[src/scpc_pkg.sv]
package scpc_pkg;
	// ------------------------------------------------------------
	// register map (serial port addresses)
	// ------------------------------------------------------------
	localparam logic [12:0] ADDR_DIVIDE_RATIO   = 13'h008;
	localparam logic [12:0] ADDR_CLOCK_INPUT    = 13'h009;
	localparam logic [12:0] ADDR_RESYNC_CONTROL = 13'h03A;
	localparam logic [12:0] ADDR_STABILIZER_EN  = 13'h00B;
	localparam logic [12:0] ADDR_POWER_MODE     = 13'h00C;
	localparam logic [12:0] ADDR_CLOCK_STATUS   = 13'h00D;

	// field positions
	localparam int RATIO_LSB     = 0;
	localparam int HF_SEL_BIT    = 0;
	localparam int RESYNC_EVERY  = 1;
	localparam int RESYNC_ONCE   = 2;
	localparam int STAB_EN_BIT   = 0;
	localparam int PMODE_LSB     = 0;

	// reset values
	localparam logic [2:0] RATIO_M1_RST = 3'h0;
	localparam logic       HF_SEL_RST   = 1'h0;
	localparam logic       STAB_EN_RST  = 1'h1;

	// power modes
	typedef enum logic [1:0] {
		SCPC_PM_NORMAL  = 2'b00,
		SCPC_PM_PWRDOWN = 2'b01,
		SCPC_PM_STANDBY = 2'b10
	} scpc_pmode_t;

	// serial frame: 16 instruction bits then 8 data bits
	localparam logic [4:0] SPI_INSTR_LAST = 5'h0F;
	localparam logic [4:0] SPI_DATA_LAST  = 5'h17;
	localparam logic [4:0] SPI_DONE       = 5'h18;
	localparam int         SPI_RW_BIT     = 15;

	// timing
	localparam int CLK_PERIOD_PS     = 10000;
	localparam int STAB_MIN_RATE_KHZ = 40000;
	localparam int STAB_MIN_PER_PS   = 1000000000 / STAB_MIN_RATE_KHZ;
	// longest input period the stabilizer still follows, rounded down
	localparam int STAB_MAX_PER_CYC  = (STAB_MIN_PER_PS / CLK_PERIOD_PS) < 1
		? 1 : STAB_MIN_PER_PS / CLK_PERIOD_PS;
	localparam logic [1:0] HF_PRESCALE_LAST = 2'h3;   // divide by four
	localparam logic [2:0] LOCK_EDGES       = 3'h4;
	localparam int         WAKE_SHIFT       = 2;
	localparam int         STBY_SHIFT       = 4;
endpackage

[src/scpc_sync.sv]
`timescale 1ns/10ps
// two flip-flop synchroniser for a group of pins
module scpc_sync
#(
	parameter int W = 1
)
(
	input  wire logic         clk,
	input  wire logic         rst_n,
	input  wire logic [W-1:0] din,
	output logic      [W-1:0] dout
);
	logic [W-1:0] meta;

	// first stage feeds only the second
	always_ff @(posedge clk or negedge rst_n)
	begin
		if (!rst_n)
		begin
			meta <= '0;
			dout <= '0;
		end
		else
		begin
			meta <= din;
			dout <= meta;
		end
	end
endmodule

[src/scpc_top.sv]
`timescale 1ns/10ps
// Functional notes
// - selected clock divided by integer ratio 1 to 8 for conversion
// - high-frequency input first divided by four, then by the divider
// - 0x09 picks high-frequency input; 0x08 ratio serves both paths
// - stabilizer forced on whenever divide ratio is not 1
// - 0x3A bits choose resync on every strobe or first after write
// - accepted reference strobe returns divider to its initial state
// - locked stabilizer regenerates falling edge for 50% duty
// - stabilizer treated as non-functional below about 40 MHz input
// - unlocked stabilizer is bypassed; divider output passes through (Nyquist input duty only at ratio 1)
// - power-down by pin high or serial control; pin low resumes
// - power-down turns off reference, buffer, bias and clock
// - wake-up delay scales with time spent powered down
// - serial standby keeps reference powered for faster wake-up
// - after reset the differential Nyquist input is selected
module scpc_top
	import scpc_pkg::*;
#(
	parameter int PD_TIME_W = 16
)
(
	input  wire logic CLK_SYS,
	input  wire logic ARST_N,
	input  wire logic NYQ_CLK,
	input  wire logic HIGH_FREQ_CLOCK_INPUT,
	input  wire logic SYSREF,
	input  wire logic POWER_DOWN_REQUEST,
	input  wire logic SCLK,
	input  wire logic CSB_N,
	input  wire logic SDIO_I,
	output logic      SDIO_O,
	output logic      SDIO_OE,
	output logic      CONV_CLK,
	output logic      REF_ON,
	output logic      BIAS_ON,
	output logic      CLK_ON,
	output logic      READY,
	output logic      STAB_LOCKED
);
	typedef struct packed {
		logic [4:0]           spi_cnt;
		logic [15:0]          spi_shift;
		logic                 spi_rd;
		logic [12:0]          spi_addr;
		logic [7:0]           sdo_buf;
		logic                 sdo;
		logic                 sdo_oe;
		logic [2:0]           ratio_m1;
		logic                 hf_sel;
		logic                 resync_every;
		logic                 resync_once;
		logic                 stab_en;
		scpc_pmode_t          pmode;
		logic                 sclk_q;
		logic                 nyq_q;
		logic                 hf_q;
		logic                 sysref_q;
		logic [1:0]           pre_cnt;
		logic [2:0]           div_cnt;
		logic [2:0]           div_m1;
		logic [7:0]           in_per;
		logic                 in_slow;
		logic [7:0]           tick_per;
		logic [7:0]           tick_last;
		logic [2:0]           lock_cnt;
		logic                 locked;
		logic [7:0]           hi_cnt;
		logic                 regen;
		logic                 conv;
		logic [PD_TIME_W-1:0] pd_time;
		logic [PD_TIME_W-1:0] wake_cnt;
		logic                 down_q;
		logic                 ready;
		logic                 ref_on;
		logic                 bias_on;
		logic                 clk_on;
	} scpc_state_t;

	scpc_state_t st;
	scpc_state_t next_st;
	logic [1:0]  rst_pipe;
	logic        rst_n;
	logic [6:0]  pin_s;
	logic        nyq_s, hf_s, sysref_s, pdpin_s, sclk_s, csb_s, sdi_s;
	// intermediate terms of the next-state logic
	logic        sclk_rise, sclk_fall, nyq_rise, hf_rise, sref_rise;
	logic        in_rise, restart, tick, stab_act, base, raw;
	logic        pd_req, stby, down;
	logic [15:0] instr;
	logic [7:0]  wdata, rdata;
	logic [12:0] addr;

	// ------------------------------------------------------------
	// reset release and pin synchronisers
	// ------------------------------------------------------------
	always_ff @(posedge CLK_SYS or negedge ARST_N)
	begin
		if (!ARST_N)
			rst_pipe <= 2'h0;
		else
			rst_pipe <= {rst_pipe[0], 1'b1};
	end
	assign rst_n = rst_pipe[1];

	scpc_sync #(.W(7)) u_sync (
		.clk  (CLK_SYS),
		.rst_n(rst_n),
		.din  ({NYQ_CLK, HIGH_FREQ_CLOCK_INPUT, SYSREF,
			POWER_DOWN_REQUEST, SCLK, CSB_N, SDIO_I}),
		.dout (pin_s)
	);
	assign {nyq_s, hf_s, sysref_s, pdpin_s, sclk_s, csb_s, sdi_s} = pin_s;

	// ------------------------------------------------------------
	// next-state logic
	// ------------------------------------------------------------
	always_comb
	begin
		next_st   = st;
		sclk_rise = sclk_s & ~st.sclk_q;
		sclk_fall = ~sclk_s & st.sclk_q;
		nyq_rise  = nyq_s & ~st.nyq_q;
		hf_rise   = hf_s & ~st.hf_q;
		sref_rise = sysref_s & ~st.sysref_q;
		instr     = {st.spi_shift[14:0], sdi_s};
		wdata     = instr[7:0];
		addr      = st.spi_addr;
		next_st.sclk_q   = sclk_s;
		next_st.nyq_q    = nyq_s;
		next_st.hf_q     = hf_s;
		next_st.sysref_q = sysref_s;

		// read data mux
		case (instr[12:0])
			ADDR_DIVIDE_RATIO:   rdata = {5'h00, st.ratio_m1};
			ADDR_CLOCK_INPUT:    rdata = {7'h00, st.hf_sel};
			ADDR_RESYNC_CONTROL: rdata = {5'h00, st.resync_once,
				st.resync_every, 1'b0};
			ADDR_STABILIZER_EN:  rdata = {7'h00, st.stab_en};
			ADDR_POWER_MODE:     rdata = {6'h00, st.pmode};
			ADDR_CLOCK_STATUS:   rdata = {4'h0, st.ready, st.in_slow,
				st.locked, st.ratio_m1 != RATIO_M1_RST || st.stab_en};
			default:             rdata = 8'h00;
		endcase

		// input path: prescaler on the high-frequency pin
		if (hf_rise)
			next_st.pre_cnt = st.pre_cnt + 2'h1;
		in_rise = st.hf_sel ? (hf_rise && st.pre_cnt == HF_PRESCALE_LAST)
			: nyq_rise;
		base = st.hf_sel ? ~st.pre_cnt[1] : nyq_s;

		// reference strobe accepted per policy
		restart = sref_rise && (st.resync_every || st.resync_once);
		if (restart)
			next_st.resync_once = 1'b0;

		// integer divider
		tick = 1'b0;
		if (restart)
		begin
			next_st.div_cnt = 3'h0;
			next_st.div_m1  = st.ratio_m1;
		end
		else if (in_rise)
		begin
			if (st.div_cnt >= st.div_m1)
			begin
				next_st.div_cnt = 3'h0;
				next_st.div_m1  = st.ratio_m1;
				tick            = 1'b1;
			end
			else
				next_st.div_cnt = st.div_cnt + 3'h1;
		end
		raw = (st.div_m1 == RATIO_M1_RST) ? base
			: (st.div_cnt <= (st.div_m1 >> 1));

		// input period watch for the slow-clock limit
		if (in_rise)
		begin
			next_st.in_per  = 8'h01;
			next_st.in_slow = st.in_per > 8'(STAB_MAX_PER_CYC);
		end
		else if (st.in_per != 8'hFF)
			next_st.in_per = st.in_per + 8'h01;

		// stabilizer: period lock and falling-edge regeneration
		stab_act = st.stab_en || st.ratio_m1 != RATIO_M1_RST;
		if (st.tick_per != 8'hFF)
			next_st.tick_per = st.tick_per + 8'h01;
		if (st.hi_cnt != 8'hFF)
			next_st.hi_cnt = st.hi_cnt + 8'h01;
		if (st.regen && st.hi_cnt + 8'h01 >= (st.tick_last >> 1))
			next_st.regen = 1'b0;
		if (tick)
		begin
			next_st.tick_per  = 8'h01;
			next_st.tick_last = st.tick_per;
			next_st.regen     = 1'b1;
			next_st.hi_cnt    = 8'h00;
			if (st.tick_per == st.tick_last && !st.in_slow)
			begin
				if (st.lock_cnt != LOCK_EDGES)
					next_st.lock_cnt = st.lock_cnt + 3'h1;
			end
			else
				next_st.lock_cnt = 3'h0;
		end
		if (restart || st.in_slow || !stab_act)
			next_st.lock_cnt = 3'h0;
		next_st.locked = next_st.lock_cnt == LOCK_EDGES;

		// power control
		pd_req = pdpin_s || st.pmode == SCPC_PM_PWRDOWN;
		stby   = !pd_req && st.pmode == SCPC_PM_STANDBY;
		down   = pd_req || stby;
		next_st.down_q  = down;
		next_st.ref_on  = !pd_req;
		next_st.bias_on = !down;
		next_st.clk_on  = !down;
		if (down)
		begin
			next_st.ready    = 1'b0;
			next_st.wake_cnt = '0;
			if (st.pd_time != '1)
				next_st.pd_time = st.pd_time + 1'b1;
		end
		else if (st.down_q)
		begin
			next_st.wake_cnt = st.ref_on
				? (st.pd_time >> STBY_SHIFT) : (st.pd_time >> WAKE_SHIFT);
			next_st.pd_time  = '0;
		end
		else if (st.wake_cnt != '0)
			next_st.wake_cnt = st.wake_cnt - 1'b1;
		else
			next_st.ready = 1'b1;

		// conversion clock: regenerated when locked, else bypass
		case (down)
			1'b1:    next_st.conv = 1'b0;
			default: next_st.conv = (stab_act && st.locked)
				? next_st.regen : raw;
		endcase

		// serial port slave
		if (csb_s)
		begin
			next_st.spi_cnt = 5'h00;
			next_st.sdo_oe  = 1'b0;
			next_st.spi_rd  = 1'b0;
		end
		else if (sclk_rise && st.spi_cnt != SPI_DONE)
		begin
			next_st.spi_shift = instr;
			next_st.spi_cnt   = st.spi_cnt + 5'h01;
			if (st.spi_cnt == SPI_INSTR_LAST)
			begin
				next_st.spi_rd   = instr[SPI_RW_BIT];
				next_st.spi_addr = instr[12:0];
				next_st.sdo_buf  = rdata;
			end
			if (st.spi_cnt == SPI_DATA_LAST && !st.spi_rd)
			begin
				case (addr)
					ADDR_DIVIDE_RATIO:
						next_st.ratio_m1 = wdata[RATIO_LSB +: 3];
					ADDR_CLOCK_INPUT:
						next_st.hf_sel = wdata[HF_SEL_BIT];
					ADDR_RESYNC_CONTROL:
					begin
						next_st.resync_every = wdata[RESYNC_EVERY];
						next_st.resync_once  = wdata[RESYNC_ONCE];
					end
					ADDR_STABILIZER_EN:
						next_st.stab_en = wdata[STAB_EN_BIT];
					ADDR_POWER_MODE:
						next_st.pmode = scpc_pmode_t'(wdata[PMODE_LSB +: 2]);
					default: ;
				endcase
			end
		end
		else if (sclk_fall && st.spi_rd && st.spi_cnt != SPI_DONE)
		begin
			next_st.sdo_oe  = 1'b1;
			next_st.sdo     = st.sdo_buf[7];
			next_st.sdo_buf = {st.sdo_buf[6:0], 1'b0};
		end
	end

	// ------------------------------------------------------------
	// state register
	// ------------------------------------------------------------
	always_ff @(posedge CLK_SYS or negedge rst_n)
	begin
		if (!rst_n)
		begin
			st          <= '0;
			st.ratio_m1 <= RATIO_M1_RST;
			st.hf_sel   <= HF_SEL_RST;
			st.stab_en  <= STAB_EN_RST;
			st.pmode    <= SCPC_PM_NORMAL;
		end
		else
			st <= next_st;
	end

	assign SDIO_O      = st.sdo;
	assign SDIO_OE     = st.sdo_oe;
	assign CONV_CLK    = st.conv;
	assign REF_ON      = st.ref_on;
	assign BIAS_ON     = st.bias_on;
	assign CLK_ON      = st.clk_on;
	assign READY       = st.ready;
	assign STAB_LOCKED = st.locked;
endmodule

[config.mk]
export PLATFORM = sky130hd
export DESIGN_NAME = scpc_top
export DESIGN_NICKNAME = d
export VERILOG_FILES = /design/src/scpc_pkg.sv /design/src/scpc_sync.sv /design/src/scpc_top.sv
export SDC_FILE = /design/constraint.sdc
export NUM_CORES = 1
export LEC_CHECK = 0
export BUFFER_PORTS_ARGS = -buffer_cell sky130_fd_sc_hd__buf_4
export CORE_AREA = 2 2 141 143
export CTS_BUF_LIST = sky130_fd_sc_hd__clkbuf_2
export CTS_CLUSTER_SIZE = 20
export DETAILED_ROUTE_END_ITERATION = 12
export DIE_AREA = 0 0 143 145
export SKIP_LAST_GASP = 1
export SLEW_MARGIN = 0
export SYNTH_ARGS = -nofsm -noshare
export SYNTH_HDL_FRONTEND = slang
export SYNTH_SLANG_ARGS = --single-unit
[constraint.sdc]
create_clock -name CLK_SYS -period 4.3 [get_ports CLK_SYS]
set_input_delay 0.215 -clock CLK_SYS [delete_from_list [all_inputs] [get_ports CLK_SYS]]
set_output_delay 0.215 -clock CLK_SYS [all_outputs]
set_load 0.1 [all_outputs]
Yosys cells after proc, flatten, opt, wreduce, memory -nomap -nowiden
Cells that the tools add are included.
{ "totals": {"word_cells": 189, "romBits": 0, "regBits": 157, "out_inout_bits": 8, "n_memories": 0, "latchBits": 0, "ram_bits": 0} }
{ "classes": {"n_reduce_logical": 49, "n_div": 0, "n_shift": 0, "n_bitwise": 13, "order_cmp": 4, "muxes": 47, "addsub": 9, "n_mul": 0, "eq_ne": 29} }
{ "op_table": {"columns": ["cell", "n"], "rows": [
  ["13-bit by 4-bit equality test with 1-bit output (second input constant)", 9],
  ["16-bit two-way mux", 4],
  ["8-bit two-way mux", 5],
  ["35-bit two-way mux", 1],
  ["32-bit two-way mux", 1],
  ["13-bit by 6-bit equality test with 1-bit output (second input constant)", 2],
  ["8-bit by 1-bit adder with 8-bit output (second input constant)", 3],
  ["8-bit != test (second input constant)", 3],
  ["4-bit one-hot mux with 6 select lines", 1],
  ["22-bit two-way mux", 1],
  ["4-bit AND reduction", 5],
  ["2-bit nonzero test", 10],
  ["19-bit two-way mux", 1],
  ["1-bit two-way mux", 18],
  ["16-bit by 1-bit adder with 16-bit output (second input constant)", 1],
  ["16-bit != test (second input constant)", 1],
  ["16-bit nonzero test", 1],
  ["16-bit by 1-bit subtractor with 16-bit output (second input constant)", 1],
  ["3-bit two-way mux", 5],
  ["14-bit two-way mux", 1],
  ["4-bit two-way mux", 3],
  ["6-bit two-way mux", 2],
  ["2-bit AND reduction", 6],
  ["1-bit logical AND", 10],
  ["28 further kinds", 56]
]} }

Longest topological paths before layout
{ "depth": {"ltp_word": 9, "depth_mapped": 10} }

Cells and area by module
A second synthesis with hierarchy kept.
{ "hier_totals": {"cells_unflattened": 724, "hier_area_um2": 7613.6} }
{ "modules_own_cells": {"columns": ["module", "area_per_inst_um2", "instances", "seq_area_each_um2", "cells_per_inst"], "rows": [
  ["scpc_top", 7263.2, 1, 3554.7, 710],
  ["scpc_sync", 350.3, 1, 350.3, 14]
]} }

Worst setup path after synthesis
No wires, ideal clock.
{ "synth_path": {"path_type": "register to register", "start": "register st[39] (netlist bit)", "end": "register st (netlist bit CONV_CLK)", "path_buffers": 0, "path_slack_ps": 2189, "arrival_time_ps": 1991, "synth_period_minus_slack_ps": 2111, "path_stages_with_launch": 11, "t_required_ps": 4180, "path_cell_list": "dfrtp_1 ha_1 nand3_1 nor2_1 xnor2_1 inv_1 ha_1 o2111ai_1 a21o_1 a31o_1 o211a_1"} }
{ "synth_lines": {"columns": ["element", "line", "rtl"], "rows": [
  ["from (decl)", "scpc_top.sv:80", "scpc_state_t st;"],
  ["from (signal assigned)", "scpc_top.sv:307", "st <= next_st;"]
]} }

Final worst setup path
{ "layout_path": {"start": "register st[137] (netlist bit)", "end": "register st[92] (netlist bit)"} }
{ "layout_between": {"elab_chain_len": 3, "elab_cells_between_ends": 5, "cone_classes": "eq/ne: 2; reduce/logical: 3"} }
{ "layout_lines": {"columns": ["element", "line"], "rows": [
  ["5-bit != test / 5-bit equality test (equally long branches)", "scpc_top.sv:255, scpc_top.sv:265"],
  ["1-bit logical AND (on tied branches)", "scpc_top.sv:255, scpc_top.sv:265"],
  ["4-bit AND reduction (no source line) (*)", null]
]} }
Every way passes the cells marked *; elsewhere a longest branch is shown, timed or not.
A chain may end at the register's enable or synchronous reset.

==> flow_summary.toml <==
[run_status]
status = "finished clean"

[detailed_routing]
routed_wl_um = 13950
antenna_left = 0
wire_per_inst_um = 13.54
vias = 5174
firstDrtPassIters = 7
via_per_inst = 5.023
drt_iter0_markers = 369
drc = 0

[clocking]
insertion_delay_ns = 0.73
numCtsBuffers = 17
post_cts_resized = 0
worst_setup_hold_path_clk_slew_ns = 0.25
cts-root-buf = "clkbuf_2"
cts_buffer_depth = 2
cts.sinks = 156
cts_max_level = 4
cts_tree = "done"
postCtsSetupRepairBufs = 0

[critical_path]
critPathBufInv = 1
cp-start-kind = "flop"
rr_startpoint = "st[137]"
cp_max_fo = 13
cpLargestDelayFamily = "simple AND/OR/NAND/NOR gates"
crit_start = "st[137]"
arrival_ns = 3.69
reg2reg_slack_ns = 1.24
required_ns = 4.93
endpoint = "st[92]"
critPathCaptureType = "flop"
cpPeakStageDelay_ns = 0.60
r2r_end = "st[92]"
path_cells = "inv_1, ha_1, and4b_1, nor3b_2, nand2b_1, nor4_2, nand4_1, mux2_1"
path_class = "flop to flop"
crit_cells = 8
crit_path_top_delay_cell = "nor3b_2"
r2r_cells = 8

[global_routing]
use_met2_pct = 21.24
grt_pass1_wl_um = 24250
globalRouteTotalUtil_pct = 14.41
grt_util_met3_pct = 3.993
grt_pass1_vias = 5016
grt_overflow_total = 0
grt_max_degree = 94
grt-busiest-layer = "met2"
antenna_found_initial = 1
met1_usage_pct = 20.82

[timing]
whs_ns = 0.1214
layout_setup_ws_ns = 1.239
maxSlewHeadroom_pct = 33.11
worst_pin_slew_ns = 1.003
fin_crit_sh_pct = 71.18
final.setup.tns_ns = 0
fmax_ghz = 0.3267
slew_violations = 0
hold_viol = 0
post-route-min-period_ns = 3.061
skew_ns = 0.03531
finalSetupViolations = 0
rsz0062_at_grt = "no"

[synthesis]
synth_flop_cell = "dfrtp_1"
synth_top_cell_by_area = "dfrtp_1"
ys_ff_latch = 156
synth_cell_types = 64
synth_top_area_share_pct = 51.27
syn_inst = 731
synth_warnings = 0
synth_area_mm2 = 0.007565
synth_edf_count = 0
synth-seq-area-share_pct = 51.62
synthArstFlopShare_pct = 100.0
synth_fp_nets = 765
syn_area_per_cell_um2 = 10.35
synth.area.top_cells = "dfrtp_1 51%, nand2_1 4.3%, mux2_1 4.2%, ha_1 4.1%, nor2_1 3.4%"

[placed_design]
io_buffers = 16
dp_hpwl_um = 9565
dp_slack_ns = 1.246
dp.cells = 988
routabilityCongestion = 0.7475

[flow_run]
maxCapViolCount = 0

[finish]
synthToLayoutAreaGrowth_pct = 9.031
fillCellCount = 1882
instances_no_fill = 1030
drive_gt1_share_pct = 9.424
nets = 785
finalCoreUtilization_pct = 42.94

[floorplanning]
initial_utilization_pct = 39.39
die_h_um = 145
design.die.area_mm2 = 0.02074
core.rowCount = 51
fp.dieW_um = 143
core_region_area_mm2 = 0.01921
pin_count = 17

[power]
p_per_area_mw_per_mm2 = 376.3
p_sw_mw = 1.023
power_switching_share_pct = 32.98
ir_drop_uv = 182.8
power_frac_seq_pct = 57.4
clkPwrFrac_pct = 25.0
p_int_mw = 2.080
comb_power_share_pct = 17.6
p_leak_nw = 3.865

[min_path]
hold_class = "input port to flop"
[placed cells by master, fill, tap and decap left out, types with 6 or more instances in the layout]
| master | Yosys | final |
|---|---|---|
| dlygate4sd3_1 | 0 | 9 |
| clkbuf_2 | 0 | 17 |
| o21ai_1 | 24 | 24 |
| mux2_1 | 28 | 28 |
| o211a_1 | 6 | 6 |
| ha_1 | 25 | 25 |
| and3_1 | 14 | 14 |
| buf_4 | 3 | 17 |
| nand2b_1 | 7 | 7 |
| mux2i_1 | 20 | 20 |
| inv_1 | 31 | 31 |
| inv_6 | 0 | 6 |
| a21oi_1 | 24 | 24 |
| dfrtp_1 | 155 | 154 |
| nor3_1 | 15 | 15 |
| mux2_2 | 6 | 6 |
| nand3_1 | 27 | 27 |
| o21a_1 | 7 | 7 |
| nand2_1 | 86 | 86 |
| xor2_1 | 20 | 20 |
| and4_1 | 7 | 7 |
| a31oi_1 | 6 | 6 |
| nor2_1 | 68 | 68 |
| o21ai_0 | 20 | 20 |
| nand4_1 | 7 | 7 |
| a211oi_1 | 14 | 14 |
| xnor2_1 | 24 | 24 |
[worst min path at each step]
stage	slack [ns]	end	start	cells after the start
finish	0.12	u_sync.meta[2]	SCLK	2
floorplan	-0.08	rst_pipe[0]	ARST_N	0
global route	0.001	u_sync.meta[6]	NYQ_CLK	2
global placement	-0.001	rst_pipe[0]	ARST_N	1
detailed placement	-0.0002	rst_pipe[0]	ARST_N	1
CTS	0.02	u_sync.meta[2]	SCLK	2
[power groups by stage]
stage / clock, mW / combinational (mW) / sequential [mW]
2_1_floorplan: 0 / 0.432 / 1.77
3_3_place_gp: 0 / 0.536 / 1.81
3_5_place_dp: 0 / 0.544 / 1.81
4_1_cts: 0.813 / 0.553 / 1.78
5_1_grt: 0.878 / 0.625 / 1.81
6_report: 0.776 / 0.547 / 1.78
[cell usage after synthesis, types with 2 or more instances]
| cell type | instances |
|---|---|
| o211a_1 | 6 |
| or3_1 | 3 |
| nor2_1 | 68 |
| clkbuf_1 | 18 |
| o211ai_1 | 2 |
| a31oi_1 | 6 |
| o21a_1 | 7 |
| nand4_1 | 7 |
| a31o_1 | 2 |
| xnor2_1 | 24 |
| or3b_1 | 2 |
| nand3b_1 | 3 |
| nor4_1 | 5 |
| nor3_1 | 15 |
| nand3_1 | 27 |
| and3_1 | 14 |
| buf_2 | 5 |
| o21ai_1 | 24 |
| o21ai_0 | 20 |
| nor4_2 | 3 |
| ha_1 | 25 |
| mux2i_1 | 20 |
| nand2_1 | 86 |
| dfrtp_1 | 155 |
| mux2_1 | 28 |
| nor2b_1 | 5 |
| a22oi_1 | 2 |
| nand2b_1 | 7 |
| a21oi_1 | 24 |
| and4_1 | 7 |
| inv_1 | 31 |
| mux2_2 | 6 |
| buf_4 | 3 |
| or4_1 | 3 |
| or2_1 | 2 |
| nor3_2 | 2 |
| a211oi_1 | 14 |
| xor2_1 | 20 |
| a21o_1 | 3 |
| or4b_1 | 2 |
| o2111ai_1 | 2 |
[worst register-to-register path, delay by kind of cell (launching register included)]
family | cells | cell delay, ns
simple gates | 5 | 1.93
buf+inv | 1 | 0.07
flops | 1 | 0.46
fa+ha+maj | 1 | 0.18
mux | 1 | 0.34
[flip-flops by register name, summed over array words and instances, names as in the netlist, 2 cells and up]
register and count:
st 105, instr 15, addr 13, u_sync.dout 7
u_sync.meta 7, rst_pipe 2
[final cells by class]
type / instances / area [um^2] / area share [%]
Antenna cell: 1 / 2.502 / 0.03034
Clock buffer: 17 / 85.08 / 1.032
Clock inverter: 15 / 137.6 / 1.669
Inverter: 32 / 120.1 / 1.456
Multi-Input combinational cell: 517 / 3425 / 41.52
Sequential cell: 156 / 3909 / 47.39
Tap cell: 265 / 331.6 / 4.020
Timing Repair Buffer: 27 / 237.7 / 2.882
[routing by layer]
| layer | part of all wire (%) | up-vias |
|---|---|---|
| li1 | - | 2591 |
| met1 | 50 | 2513 |
| met2 | 46 | 62 |
| met3 | 2.6 | 8 |
| met4 | 0.83 | 0 |
| met5 | 0 | - |
[metrics by stage]
stage          cell area (um^2)  total power, mW
2_1_floorplan              7566            2.205
3_3_place_gp               7933            2.342
3_5_place_dp               7933            2.353
4_1_cts                    8245            3.148
5_1_grt                    8248            3.315
6_report                   8248            3.103
[logic make-up after synthesis]
logic type / share of synthesized area [%]
simple gates: 17.83
compound gates: 10.16
xor+xnor: 5.094
other cells: 0.04957
mux: 8.005
flops: 51.62
buf+inv: 3.109
fa+ha+maj: 4.135
[repair_timing]
action,in CTS,in global routing
hold endpoints to repair,9,0
endpoints found under the setup margin,0,0
hold buffers,9,0
(Power assumes the default switching activity.)
